**config.mk**
```make
export PLATFORM = sky130hd
export DESIGN_NAME = vfi_top
export DESIGN_NICKNAME = d
export VERILOG_FILES = /design/src/vfi_fmt_field.v /design/src/vfi_top.v
export VERILOG_INCLUDE_DIRS = /design/src /design/src/src
export SDC_FILE = /design/constraint.sdc
export NUM_CORES = 1
export LEC_CHECK = 0
export ABC_AREA = 1
export BUFFER_PORTS_ARGS = -buffer_cell sky130_fd_sc_hd__clkbuf_2
export CORE_UTILIZATION = 40
export DETAILED_ROUTE_END_ITERATION = 6
export PLACE_DENSITY = 0.83
export REMOVE_ABC_BUFFERS = 1
export SLEW_MARGIN = 20
export SYNTH_ARGS = -nofsm -noshare
export SYNTH_HDL_FRONTEND = slang
export SYNTH_SLANG_ARGS = --single-unit
```
**constraint.sdc**
```tcl
create_clock -name clock -period 1.7 [get_ports clock]
set_input_delay 0.17 -clock clock [delete_from_list [all_inputs] [get_ports clock]]
set_output_delay 0.17 -clock clock [all_outputs]
set_load 0.005 [all_outputs]
```
**src/vfi_consts.vh**
```
`ifndef VFI_CONSTS_VH
`define VFI_CONSTS_VH
// ==========================================
// register map (word addresses, byte = 4x)
`define VFI_ADDR_W 4
`define VFI_REG_STD 4'h0
`define VFI_REG_CTRL 4'h1
`define VFI_REG_CAP 4'h2
// ==========================================
// status register fields
`define VFI_STD_LSB 0
`define VFI_STD_MSB 4
`define VFI_LUMA_LSB 8
`define VFI_LUMA_MSB 11
`define VFI_CHROMA_LSB 12
`define VFI_CHROMA_MSB 15
`define VFI_RATE_BIT 16
`define VFI_LOCK_BIT 17
`define VFI_THRU_BIT 18
// ==========================================
// control register fields
`define VFI_CTRL_THRU_BIT 0
`define VFI_CTRL_RST 32'h0000_0000
// ==========================================
// format codes
`define VFI_FMT_SDTI_FIXED 4'h4
`define VFI_FMT_SDTI_VAR 4'h5
`define VFI_FMT_SDI 4'h6
`define VFI_FMT_ASI 4'h7
`define VFI_FMT_TDM 4'h8
`define VFI_FMT_RSV_LO 4'h9
`define VFI_FMT_RSV_HI 4'he
`define VFI_FMT_UNKNOWN 4'hf
// ==========================================
// standard codes
`define VFI_STD_720_25_EM 5'h07
`define VFI_STD_720_24 5'h08
`define VFI_STD_720_24_EM 5'h09
`define VFI_STD_1080_FIRST 5'h0a
`define VFI_STD_1080_LAST 5'h13
`define VFI_STD_1080_295 5'h14
`define VFI_STD_1035 5'h15
`define VFI_STD_525_487 5'h16
`define VFI_STD_525_507 5'h17
`define VFI_STD_625 5'h18
`define VFI_STD_525_487_GEN 5'h19
`define VFI_STD_625_GEN 5'h1a
`define VFI_STD_525_507_GEN 5'h1b
`define VFI_STD_RSV_A 5'h1c
`define VFI_STD_UNK_HD 5'h1d
`define VFI_STD_UNK_SD 5'h1e
`define VFI_STD_RSV_B 5'h1f
`endif

```
**src/vfi_fmt_field.v**
```verilog
`include "vfi_consts.vh"
// ==========================================
// one 4-bit format field holding register
module vfi_fmt_field (
   input wire clock, // core clock
   input wire rst, // sync reset, high
   input wire ce, // clock enable
   input wire clear, // force unknown
   input wire load, // take new code
   input wire [3:0] code_in, // offered code
   output reg [3:0] code_q // held code
);
   // reserved codes are kept but read as unknown to the host
   always @(posedge clock)
   begin
      if (rst)
         code_q <= `VFI_FMT_UNKNOWN;
      else if (ce)
      begin
         if (clear)
            code_q <= `VFI_FMT_UNKNOWN;
         else if (load)
            code_q <= code_in;
      end
   end
endmodule // vfi_fmt_field

```
**src/vfi_top.v**
```verilog
// Register access over Avalon-MM and the placing of the registers were decided locally.
`include "vfi_consts.vh"

module vfi_top (
   input wire clock, // core clock, 250 mhz
   input wire rst, // sync reset, high
   input wire ce, // clock enable
   input wire rate_select, // low = hd, high = sd/asi
   input wire locked, // receiver locked
   input wire std_valid, // detector offers new code, pulse
   input wire [4:0] std_in, // detected standard code
   input wire fmt_valid, // payload id offers codes, pulse
   input wire [3:0] luma_in, // offered luma format
   input wire [3:0] chroma_in, // offered chroma format
   input wire [`VFI_ADDR_W-1:0] avs_address, // word address
   input wire avs_read, // read request
   input wire avs_write, // write request
   input wire [31:0] avs_writedata, // write data
   input wire [3:0] avs_byteenable, // byte lanes
   output wire avs_waitrequest, // stall
   output reg [31:0] avs_readdata, // read data
   output reg [1:0] avs_response, // 00 ok, 10 slave error
   output reg [4:0] standard_code, // held standard code
   output wire [3:0] luma_format_code, // luma format field
   output wire [3:0] chroma_format_code, // chroma format field
   output wire data_through // data-through mode active
);
   // ==========================================
   // standard code validation
   reg [4:0] std_q;
   reg [4:0] std_d;
   reg std_ok;
   always @*
   begin
      std_ok = 1'b1;
      case (std_in)
         // 720-line codes pass at either rate
         `VFI_STD_720_25_EM: std_ok = 1'b1;
         `VFI_STD_720_24: std_ok = 1'b1;
         `VFI_STD_720_24_EM: std_ok = 1'b1;
         // the 295m and 1035-line formats exist at the hd rate only
         `VFI_STD_1080_295: std_ok = ~rate_select;
         `VFI_STD_1035: std_ok = ~rate_select;
         // sd codes only make sense at the sd rate
         `VFI_STD_525_487: std_ok = rate_select;
         `VFI_STD_525_507: std_ok = rate_select;
         `VFI_STD_625: std_ok = rate_select;
         `VFI_STD_525_487_GEN: std_ok = rate_select;
         `VFI_STD_625_GEN: std_ok = rate_select;
         `VFI_STD_525_507_GEN: std_ok = rate_select;
         // reserved codes are never stored as offered
         `VFI_STD_RSV_A: std_ok = 1'b0;
         `VFI_STD_RSV_B: std_ok = 1'b0;
         // 1080-line and remaining codes pass as offered
         default: std_ok = 1'b1;
      endcase
      // reserved or mismatched rate falls back to the unknown code
      if (std_ok)
         std_d = std_in;
      else if (rate_select)
         std_d = `VFI_STD_UNK_SD;
      else
         std_d = `VFI_STD_UNK_HD;
   end

   // ==========================================
   // control register, data-through enable
   // only bit 0 is stored; the upper bits read back as zero
   // data-through is a plain level, so the fields clear at the next enabled edge
   reg [31:0] ctrl_q;
   assign data_through = ctrl_q[`VFI_CTRL_THRU_BIT];

   // ==========================================
   // format field clearing and steering
   wire fmt_clear;
   wire [3:0] luma_d;
   wire [3:0] chroma_d;
   wire [3:0] luma_raw;
   wire [3:0] chroma_raw;
   assign fmt_clear = ~locked | data_through;
   assign luma_d = luma_in;
   // sd and asi only carry one payload, chroma is meaningless
   assign chroma_d = rate_select ? `VFI_FMT_UNKNOWN : chroma_in;
   // chroma also sits at unknown for as long as the sd rate is selected
   wire chroma_clear;
   assign chroma_clear = fmt_clear | rate_select;

   // luma field loads at both rates, but not while unlocked or in data-through
   vfi_fmt_field u_luma (
      .clock(clock),
      .rst(rst),
      .ce(ce),
      .clear(fmt_clear),
      .load(fmt_valid),
      .code_in(luma_d),
      .code_q(luma_raw)
   );

   // chroma field only keeps what the hd rate lets through
   vfi_fmt_field u_chroma (
      .clock(clock),
      .rst(rst),
      .ce(ce),
      .clear(chroma_clear),
      .load(fmt_valid),
      .code_in(chroma_d),
      .code_q(chroma_raw)
   );

   // reserved codes 9h..eh are shown as unknown
   function [3:0] vfi_fmt_show;
      input [3:0] c;
      begin
         if (c >= `VFI_FMT_RSV_LO && c <= `VFI_FMT_RSV_HI)
            vfi_fmt_show = `VFI_FMT_UNKNOWN;
         else
            vfi_fmt_show = c;
      end
   endfunction
   // mapping sits after the register, so a reserved load costs no state
   assign luma_format_code = vfi_fmt_show(luma_raw);
   assign chroma_format_code = vfi_fmt_show(chroma_raw);

   // ==========================================
   // standard code register; unknown when not locked
   always @(posedge clock)
   begin
      if (rst)
      begin
         std_q <= `VFI_STD_UNK_HD;
      end
      else if (ce)
      begin
         // a clear beats a load landing in the same cycle
         if (fmt_clear)
            std_q <= rate_select ? `VFI_STD_UNK_SD : `VFI_STD_UNK_HD;
         else if (std_valid)
            std_q <= std_d;
      end
   end
   // mirror the held code onto its port
   always @*
   begin
      standard_code = std_q;
   end

   // ==========================================
   // avalon slave: one wait state per access, then answer
   // the request is taken at the first edge it is seen and the answer is
   // registered there; costs one stall per access but keeps the address
   // decoder out of the readdata path
   reg ack_q;
   wire req;
   reg [31:0] rd_d;
   reg [1:0] resp_d;
   assign req = avs_read | avs_write;
   assign avs_waitrequest = req & ~ack_q;
   // only the low byte lane carries a control bit
   wire ctrl_we;
   assign ctrl_we = avs_write & (avs_address == `VFI_REG_CTRL)
      & avs_byteenable[0];

   always @*
   begin
      rd_d = 32'h0000_0000;
      resp_d = 2'h0;
      case (avs_address)
         // status word: codes plus the three live mode bits
         `VFI_REG_STD:
         begin
            rd_d[`VFI_STD_MSB:`VFI_STD_LSB] = std_q;
            rd_d[`VFI_LUMA_MSB:`VFI_LUMA_LSB] = luma_format_code;
            rd_d[`VFI_CHROMA_MSB:`VFI_CHROMA_LSB] = chroma_format_code;
            rd_d[`VFI_RATE_BIT] = rate_select;
            rd_d[`VFI_LOCK_BIT] = locked;
            rd_d[`VFI_THRU_BIT] = data_through;
         end
         `VFI_REG_CTRL: rd_d = ctrl_q;
         // capability word reads zero, kept free for later use
         `VFI_REG_CAP: rd_d = 32'h0000_0000;
         // any other word answers with a slave error
         default: resp_d = 2'h2;
      endcase
   end

   // status word ignores writes; only the control word stores
   always @(posedge clock)
   begin
      if (rst)
      begin
         // bus idle, data-through off
         ack_q <= 1'b0;
         ctrl_q <= `VFI_CTRL_RST;
         avs_readdata <= 32'h0000_0000;
         avs_response <= 2'h0;
      end
      else if (ce)
      begin
         // one-cycle acknowledge, so a held request is not taken twice
         ack_q <= req & ~ack_q;
         if (req & ~ack_q)
         begin
            avs_readdata <= avs_read ? rd_d : 32'h0000_0000;
            avs_response <= resp_d;
            if (ctrl_we)
               ctrl_q[`VFI_CTRL_THRU_BIT] <=
                  avs_writedata[`VFI_CTRL_THRU_BIT];
            // writes to the status word are dropped
         end
      end
   end

endmodule // vfi_top

```
==> impl_metrics.csv, run 1 <==
group,metric,value,unit
synthesis,syn_inst,217,
sta,maxClockFrequency,720,MHz
cts,worst_setup_hold_path_clk_slew,0.06,ns
cells_and_area,area_delta_synth_final,24.4,%
cts,hold_buffers,0,
grt,grt_max_degree,21,
cts,clock_latency,0.27,ns
die,core,3660,um^2
worst_setup_path,start_kind,"flip-flop",
grt,grt-busiest-layer,"met2",
cts,clock_path_buffers,2,
worst_hold_path,hold_depth,3,
die,die_y,64.0,um
placement,port_buffers,59,
cts,root_buffer,"clkbuf_8",
grt,grt_pass1_vias,1296,
power_and_ir_drop,ir_worst_vdd,0.000352,V
worst_hold_path,hold_start,"avs_writedata[0]",
cts,clock-sinks,32,
synthesis,postSynthAreaPerCell,7.07,um^2
route,drtIter0Drc,76,
worst_setup_path,critPathKind,"flip-flop to output pin",
cts,htreeDepth,2,
cts,cts_repair_resize_count,0,
sta,rsz0062_at_grt,"false",
placement,dp.cells,320,
synthesis,yosysUniqueCellTypes,21,
outcome,run_status,"completed",
sta,period_minus_slack,1.39,ns
synthesis,syn-cell-area,1540,um^2
sta,fin_setup_tns,0,ns
sta,finalSetupViolCount,0,
die,dieArea,4090,um^2
worst_setup_path,crit_path_end_kind,"output pin",
sta,final-max-slew-violation-count,0,
worst_setup_path,regToRegSetupSlack,0.35,ns
worst_setup_path,reg2regPathDepth,8,
placement,place_congestion,0.797,
grt,grtUsageMet1,21.1,%
cells_and_area,final_cells,328,
route,vias,1493,
die,rows,22,
worst_hold_path,hp-class,"primary input to flip-flop",
route,drc,0,
die,ioPinCount,111,
cts,tritoncts,"built",
worst_setup_path,cp.required,1.53,ns
cells_and_area,final_area,1910,um^2
flow_run,maxCapViolCount,0,
grt,grt_overflow,0,
power_and_ir_drop,power.density,840,nW/um^2
worst_setup_path,r2r_end,"avs_readdata[0]$_SDFFE_PP0P_",
grt,use_met2,31.4,%
grt,antenna_found_initial,0,
power_and_ir_drop,static-leakage-power,0.983,nW
route,vias_per_cell,4.55,
cts,cts_setup_buffers,0,
placement,hpwl,2610,um
sta,hold_violations,0,
cells_and_area,final_core_util,52.2,%
grt,grt_pass1_wl,5680,um
sta,finalClockSkew,0.00354,ns
cells_and_area,fin_nets,341,
die,die_w,64.0,um
route,first_pass_iters,4,
cts,cts_buffers,5,
grt,grt_util_all_layers,17.9,%
worst_hold_path,min_to,"ctrl_q[0]$_SDFFE_PP0P_",
die,initial_core_util,41.9,%
route,totalWireLength,3380,um
route,routedWlPerCell,10.3,um
worst_setup_path,cp_max_fo,3,
placement,dpl_cell_area,1820,um^2
worst_setup_path,reg2reg_from,"ack_q$_SDFFE_PP0P_",
synthesis,ys_ff_latch,32,
synthesis,synth_warnings,0,
cells_and_area,drive_gt1_share,26.4,%
route,ant_nets,0,
cells_and_area,n_antenna_cell,0,
grt,gr-usage-met3,3.75,%
synthesis,seq_area_frac_synth,41.7,%
worst_setup_path,arrival,1.22,ns
sta,timing.final.crit_share,81.8,%
## report_power, final
part / internal, W / leakage [nW] / switching [W] / total (W)
logic: 0.0000882 / 0.676 / 0.000134 / 0.000222
registers: 0.000779 / 0.261 / 0.0000189 / 0.000797
clock network: 0.000330 / 0.0455 / 0.000255 / 0.000585
total: 0.00120 / 0.983 / 0.000408 / 0.00160
## cell type report
class	instances	area [um^2]
clock buffer	8	90.1
fill	374	1750
inverter	24	90.1
multi-input combinational	152	697
sequential	32	641
tap	48	60.1
timing repair buffer	64	333
## layout by cell type (no fill, tap or decap), types with 2 or more instances in the layout
master | synthesis | final
nand2_1 | 61 | 61
clkbuf_2 | 0 | 59
dfxtp_1 | 32 | 32
inv_1 | 23 | 23
a21oi_1 | 23 | 23
conb_1 | 1 | 17
nand3_1 | 15 | 15
o21ai_0 | 14 | 14
nor2_1 | 7 | 7
o211ai_1 | 7 | 7
clkbuf_8 | 0 | 6
buf_4 | 17 | 5
o21ai_1 | 2 | 2
clkbuf_1 | 5 | 2
## cell families after synthesis
logic type	share of synthesized area, %
buffers and inverters	16.8
AO/OA/AOI/OAI	16.1
flip-flops	41.7
AND/OR/NAND/NOR	25.1
other	0.244
## critical path, stage by stage (launching register included)
cell	delay (ns)
dfxtp_1	0.33
inv_1	0.07
nand3_1	0.08
nand2_1	0.07
o21ai_0	0.24
clkbuf_2	0.16
## layer usage
layer | up-vias | routed length (um)
li1 | 786 | -
met1 | 650 | 1580
met2 | 53 | 1600
met3 | 4 | 159
met4 | 0 | 42
met5 | - | 0
## how the worst max path moves through the flow
| stage | start | end | slack [ns] | depth (start not counted) |
|---|---|---|---|---|
| after floorplan | ack_q$_SDFFE_PP0P_ | avs_readdata[0]$_SDFFE_PP0P_ | 0.29 | 7 |
| after global placement | avs_read | avs_readdata[0]$_SDFFE_PP0P_ | 0.36 | 10 |
| after detailed placement | avs_read | avs_readdata[0]$_SDFFE_PP0P_ | 0.35 | 10 |
| after CTS | u_luma.code_q[1]$_SDFFE_PP1P_ | luma_format_code[1] | 0.30 | 5 |
| after global routing | ctrl_q[0]$_SDFFE_PP0P_ | u_chroma.code_q[2]$_SDFFE_PP1P_ | 0.11 | 6 |
| final | u_luma.code_q[1]$_SDFFE_PP1P_ | luma_format_code[1] | 0.31 | 5 |
## synth_stat cells
library cell  number  area, um^2
nand2_1           61         229
dfxtp_1           32         641
a21oi_1           23         115
inv_1             23        86.3
buf_4             17         128
nand3_1           15        75.1
o21ai_0           14        70.1
nor2_1             7        26.3
o211ai_1           7        52.6
clkbuf_1           5        18.8
buf_2              2        10.0
o21ai_1            2        10.0
buf_6              1        11.3
conb_1             1        3.75
inv_2              1        3.75
nand2_2            1        6.26
nand3b_1           1        7.51
nand4_1            1        6.26
nor2_4             1        11.3
nor3_1             1        5.00
nor3b_4            1        18.8
## registers in the layout, summed over array words and instances, names as in the netlist
| register | cells |
|---|---|
| avs_readdata | 16 |
| standard_code | 5 |
| u_chroma.code_q | 4 |
| u_luma.code_q | 4 |
| ack_q | 1 |
| avs_response | 1 |
| ctrl_q | 1 |
## through the flow
step                      worst slack (ns)  total power, W  hold slack [ns]
final                                0.310         0.00160            0.138
after global placement               0.363         0.00103            0.403
after floorplan                      0.289        0.000928            0.239
after detailed placement             0.351         0.00104            0.417
after global routing                 0.106         0.00170            0.145
after CTS                            0.297         0.00162            0.134
(Power assumes the default switching activity.)
==> run 2, diff against run 1 <==
--- a/config.mk
+++ b/config.mk
@@ -6,11 +6,11 @@
 export SDC_FILE = /design/constraint.sdc
 export NUM_CORES = 1
 export LEC_CHECK = 0
-export ABC_AREA = 1
+export ABC_AREA = 0
 export BUFFER_PORTS_ARGS = -buffer_cell sky130_fd_sc_hd__clkbuf_2
 export CORE_UTILIZATION = 40
 export DETAILED_ROUTE_END_ITERATION = 6
-export PLACE_DENSITY = 0.83
+export PLACE_DENSITY = 0.81
 export REMOVE_ABC_BUFFERS = 1
 export SLEW_MARGIN = 20
 export SYNTH_ARGS = -nofsm -noshare
==> constraint.sdc (replaced) <==
create_clock -name clock -period 1.3 [get_ports clock]
set_input_delay 0.13 -clock clock [delete_from_list [all_inputs] [get_ports clock]]
set_output_delay 0.13 -clock clock [all_outputs]
set_load 0.005 [all_outputs]
==> run 2 against run 1 <==
Effect of this change: via count is 1.9% higher; final area is 13% higher; non-clock buffer count grew 8; die area increased by 8.2%; hold slack got worse by 0.078 ns; total power grew 33%; sequential power grew 28%; cell count fell by 8.2%; sequential cell count unchanged; global-route usage rose by 0.45 points; first-iteration DRC count shrank 13%.
==> impl_metrics.csv, run 2 <==
group,metric,value,unit
outcome,run_status,"completed",
grt,grt_overflow,0,
cells_and_area,multi_input_area,908,um^2
cells_and_area,n_fill_cell,354,
cts,cts_buffers,5,
cts,clock-sinks,32,
worst_setup_path,critPathKind,"flip-flop to flip-flop",
cts,clock_path_buffers,2,
power_and_ir_drop,switching_share,24.9,%
synthesis,synth-main-ff-cell,"dfxtp_1",
cells_and_area,final_core_util,54.1,%
cells_and_area,fin_nets,313,
cells_and_area,top_register,"avs_readdata",
cts,clock_latency,0.28,ns
die,die_y,66.5,um
synthesis,synth_area_leader_cell,"dfxtp_1",
worst_setup_path,cp_slowest_cell,"dfxtp_1",
route,ant_nets,0,
cts,cts_setup_buffers,0,
power_and_ir_drop,ir_worst_vdd,0.000492,V
synthesis,async_flop_share,0,%
placement,hpwl,2940,um
cells_and_area,final_cells,301,
worst_setup_path,crit_path_end_kind,"flip-flop",
sta,maxClockFrequency,820,MHz
sta,finalClockSkew,0.00453,ns
synthesis,syn-cell-area,1670,um^2
power_and_ir_drop,p_int,0.00161,W
cells_and_area,register_area,642,um^2
synthesis,synth_edf_count,0,
worst_setup_path,start_kind,"flip-flop",
cells_and_area,largest_reg_flops,16,
synthesis,yosysMostFrequentCell,"dfxtp_1",
cts,tritoncts,"built",
synthesis,synth_warnings,0,
placement,port_buffers,59,
die,dieArea,4430,um^2
die,core,4000,um^2
route,first_pass_iters,4,
die,initial_core_util,41.6,%
worst_setup_path,cp_max_fo,13,
grt,grt_util_all_layers,18.3,%
worst_setup_path,path_cells,"o21bai_4 -> inv_1 -> nand2_4 -> buf_12 -> a22oi_2 -> nor2_2",
worst_setup_path,path_delay_family,"compound AO/OA/AOI/OAI gates",
power_and_ir_drop,power_frac_seq,47.7,%
sta,finalSetupViolCount,0,
grt,grt_pass1_wl,5900,um
flow_run,maxCapViolCount,0,
cts,worst_setup_hold_path_clk_slew,0.06,ns
sta,final-max-slew-violation-count,0,
synthesis,ys_ff_latch,32,
grt,antenna_found_initial,0,
worst_setup_path,crit_buf_inv,2,
placement,dp.cells,293,
power_and_ir_drop,p_sw,0.000532,W
sta,hold_violations,0,
route,drtIter0Drc,66,
cts,root_buffer,"clkbuf_8",
route,totalWireLength,3870,um
cells_and_area,n_antenna_cell,0,
sta,fin_setup_tns,0,ns
worst_setup_path,max_stage_delay,0.31,ns
synthesis,synth_top_cell_area_share,38.5,%
die,rows,23,
worst_setup_path,arrival,1.40,ns
sta,rsz0062_at_grt,"false",
synthesis,syn_inst,183,
power_and_ir_drop,static-leakage-power,0.932,nW
placement,dpl_cell_area,1990,um^2
grt,grt_max_degree,16,
synthesis,synth_area_leaders,"dfxtp_1, buf_4, a22oi_2, nand2b_1, nor2_2",
cells_and_area,final_common_cell,"clkbuf_2",
synthesis,synth_commonest_cells,"dfxtp_1, buf_4, nand2_1",
power_and_ir_drop,power.density,989,nW/um^2
sta,timing.final.crit_share,93.9,%
placement,place_congestion,0.880,
route,routedWlPerCell,12.9,um
sta,period_minus_slack,1.22,ns
cells_and_area,layout_common_cells,"clkbuf_2, dfxtp_1, conb_1",
route,drc,0,
synthesis,seq_area_frac_synth,38.5,%
cells_and_area,final_area,2160,um^2
route,vias,1521,
worst_hold_path,hp-class,"primary input to flip-flop",
die,die_w,66.5,um
cells_and_area,area_delta_synth_final,29.9,%
synthesis,yosysUniqueCellTypes,41,
die,ioPinCount,111,
power_and_ir_drop,clkPwrFrac,38.0,%
cells_and_area,drive_gt1_share,45.0,%
cts,htreeDepth,2,
grt,grt_pass1_vias,1289,
synthesis,postSynthAreaPerCell,9.10,um^2
worst_setup_path,cp.required,1.48,ns
power_and_ir_drop,p_comb_share,14.3,%
route,vias_per_cell,5.05,
[run 2: layout make-up]
type                       instances  share of cell area [%]
timing repair buffer              72                    20.1
clock buffer                       7                    4.45
inverter                           5                   0.868
sequential                        32                    29.7
multi-input combinational        135                    42.0
tap                               50                    2.89
[run 2: routing by layer]
metal  global-route usage, %  part of all wire, %
met1                    22.0                   42
met2                    29.5                   49
met3                    5.99                  7.1
met4                    8.24                  2.1
met5                       0                    0
[run 2: cells by family (layout without fill, tap and decap cells)]
group / Yosys count / after routing / share of synthesized area, %
AO/OA/AOI/OAI: 53 / 53 / 25.8
XOR/XNOR: 1 / 1 / 0.526
buffers and inverters: 32 / 84 / 13.6
flip-flops: 32 / 32 / 38.5
multiplexers: 1 / 1 / 0.676
other: 1 / 17 / 0.225
AND/OR/NAND/NOR: 63 / 63 / 20.7
[run 2: worst min-delay path: cells and delay by family]
kind	cells	cell delay, ns
AND/OR/NAND/NOR	1	0.05
AO/OA/AOI/OAI	1	0.05
buffers and inverters	1	0.08
[run 2: what timing repair did]
| action | 4_1_cts | 5_1_grt |
|---|---|---|
| gates resized for setup | 1 | 12 |
| cloned | 0 | 1 |
| pin swaps | 0 | 3 |
| setup endpoints to repair | 2 | 16 |
| hold buffers | 0 | 0 |
| hold endpoints to repair | 0 | 0 |
[run 2: path summary, 6_finish.rpt]
check | startpoint | endpoint | slack, ns | cells after the start
hold reg to reg | ack_q$_SDFFE_PP0P_ | ack_q$_SDFFE_PP0P_ | 0.47 | 2
setup / recovery | ack_q$_SDFFE_PP0P_ | avs_readdata[10]$_SDFFE_PP0P_ | 0.08 | 6
setup reg to reg | ack_q$_SDFFE_PP0P_ | avs_readdata[10]$_SDFFE_PP0P_ | 0.08 | 6
hold / removal | chroma_in[1] | u_chroma.code_q[1]$_SDFFE_PP1P_ | 0.06 | 3
[run 2: per-stage QoR]
| stage | power (W) | hold slack [ns] | setup slack (ns) |
|---|---|---|---|
| 4_1_cts | 0.00214 | 0.0550 | 0.0435 |
| 2_1_floorplan | 0.00117 | 0.197 | -0.183 |
| 3_5_place_dp | 0.00133 | 0.353 | -0.00661 |
| 6_report | 0.00214 | 0.0601 | 0.0797 |
| 5_1_grt | 0.00225 | 0.0500 | 0.00664 |
| 3_3_place_gp | 0.00132 | 0.346 | 0.00868 |
[run 2: power by group through the flow]
stage	Sequential, W	Clock (W)	Combinational (W)
floorplan	0.00104	0	0.000130
global placement	0.00104	0	0.000280
detailed placement	0.00104	0	0.000285
CTS	0.00102	0.000835	0.000287
global route	0.00102	0.000890	0.000338
finish	0.00102	0.000813	0.000306
==> run 3, diff against run 2 <==
--- a/config.mk
+++ b/config.mk
@@ -9,6 +9,7 @@
 export ABC_AREA = 0
 export BUFFER_PORTS_ARGS = -buffer_cell sky130_fd_sc_hd__clkbuf_2
 export CORE_UTILIZATION = 40
+export CTS_BUF_LIST = sky130_fd_sc_hd__clkbuf_16
 export DETAILED_ROUTE_END_ITERATION = 6
 export PLACE_DENSITY = 0.81
 export REMOVE_ABC_BUFFERS = 1
==> run 3 against run 2 <==
Effect of this change: die area did not move; cell count did not move; wire length fell by 0.10%; total power rose by 12%; sequential power barely moved; utilization rose by 0.25 points; count of clock-buffer cells in the layout fell by 2; critical path type unchanged; largest cell class unchanged.
==> impl_metrics.csv, run 3 (synthesis results as in run 2) <==
group,metric,value,unit
sta,period_minus_slack,1.27,ns
power_and_ir_drop,power.density,1100,nW/um^2
die,die_y,66.5,um
worst_setup_path,cp_max_fo,6,
die,initial_core_util,41.6,%
grt,grt_pass1_wl,5900,um
worst_hold_path,hp-class,"primary input to flip-flop",
cells_and_area,area_delta_synth_final,30.5,%
grt,grt_overflow,0,
die,core,4000,um^2
sta,final-max-slew-violation-count,0,
route,wirelength_met1,1650,um
cells_and_area,layout_common_cells,"clkbuf_2, dfxtp_1, conb_1",
route,vias,1503,
route,totalWireLength,3870,um
cts,htreeDepth,2,
grt,antenna_found_initial,0,
route,ant_nets,0,
placement,hpwl,2940,um
sta,maxClockFrequency,786,MHz
route,drc,0,
die,die_w,66.5,um
die,dieArea,4430,um^2
route,routedWlPerCell,12.8,um
route,top_layer,"met4",
sta,fin_setup_tns,0,ns
flow_run,maxCapViolCount,0,
cts,clock-sinks,32,
cells_and_area,final_area,2170,um^2
cts,root_buffer,"clkbuf_16",
outcome,run_status,"completed",
worst_setup_path,start_kind,"flip-flop",
cts,clock_path_buffers,2,
cells_and_area,n_antenna_cell,0,
cells_and_area,top_register,"avs_readdata",
cts,cts_setup_buffers,0,
cts,cts_buffers,5,
sta,layout_setup_ws,0.0284,ns
route,dr_wl_met2,1920,um
placement,pre_cts_ws,-0.00661,ns
cells_and_area,fin_nets,313,
route,first_pass_iters,4,
sta,timing.final.crit_share,97.8,%
grt,grt_max_degree,16,
placement,place_congestion,0.880,
cells_and_area,final_common_cell,"clkbuf_2",
sta,finalClockSkew,0.00187,ns
route,wl_met3,258,um
worst_setup_path,arrival,1.49,ns
sta,rsz0062_at_grt,"true",
grt,grt_pass1_vias,1288,
cells_and_area,drive_gt1_share,43.0,%
worst_setup_path,cp.required,1.52,ns
cts,tritoncts,"built",
worst_setup_path,crit_path_end_kind,"flip-flop",
die,ioPinCount,111,
power_and_ir_drop,static-leakage-power,0.943,nW
cts,clock_latency,0.28,ns
route,drtIter0Drc,45,
sta,hold_violations,0,
cts,worst_setup_hold_path_clk_slew,0.05,ns
worst_setup_path,critPathKind,"flip-flop to flip-flop",
placement,dpl_cell_area,1990,um^2
route,vias_per_cell,4.99,
power_and_ir_drop,ir_worst_vdd,0.000479,V
cells_and_area,largest_reg_flops,16,
placement,port_buffers,59,
grt,grt_util_all_layers,18.3,%
sta,finalSetupViolCount,0,
die,rows,23,
## run 3: worst paths after layout
check                                from                         endpoint  slack [ns]  cells after the start
min                          chroma_in[1]  u_chroma.code_q[1]$_SDFFE_PP1P_        0.07                      3
min reg2reg  avs_response[1]$_SDFFE_PP0P_     avs_response[1]$_SDFFE_PP0P_        0.47                      2
max reg2reg        ctrl_q[0]$_SDFFE_PP0P_    standard_code[0]$_SDFFE_PP1P_        0.03                      3
max                ctrl_q[0]$_SDFFE_PP0P_    standard_code[0]$_SDFFE_PP1P_        0.03                      3
## run 3: cell type report
class	count	area, um^2
clock buffer	5	125
clock inverter	2	7.51
fill	358	1830
inverter	5	18.8
multi-input combinational	135	883
sequential	32	641
tap	50	62.6
timing repair buffer	72	435
## run 3: critical path, stage by stage, from the launching register on
cell,delay (ns)
dfxtp_1,0.32
nand2b_2,0.23
a2111oi_2,0.45
a221o_1,0.22
## run 3: repair_timing
item | 4_1_cts | 5_1_grt
resized for setup | 1 | 7
gates cloned | 0 | 1
setup endpoints to repair | 2 | 15
pin swaps | 0 | 3
hold buffers | 0 | 0
## run 3: stage by stage
step | total power, W | utilization (%) | cells | hold WS [ns]
floorplan | 0.00117 | - | 172 | 0.197
global placement | 0.00132 | 49.8 | 293 | 0.346
detailed placement | 0.00133 | 49.8 | 293 | 0.353
CTS | 0.00240 | 53.1 | 300 | 0.0658
global route | 0.00248 | 54.3 | 301 | 0.0702
finish | 0.00239 | 54.3 | 301 | 0.0668
## run 3: per-layer routing
| layer | vias to the layer above | global-route usage (%) |
|---|---|---|
| met4 | 0 | 10.6 |
| met3 | 4 | 4.97 |
| met1 | 686 | 22.0 |
| li1 | 754 | - |
| met2 | 59 | 29.0 |
| met5 | - | 0 |
## run 3: where the power goes
group	switching [W]	total (W)	internal [W]
sequential	0.0000172	0.00102	0.00101
clock	0.000384	0.00107	0.000682
combinational	0.000169	0.000299	0.000130
total	0.000569	0.00239	0.00182
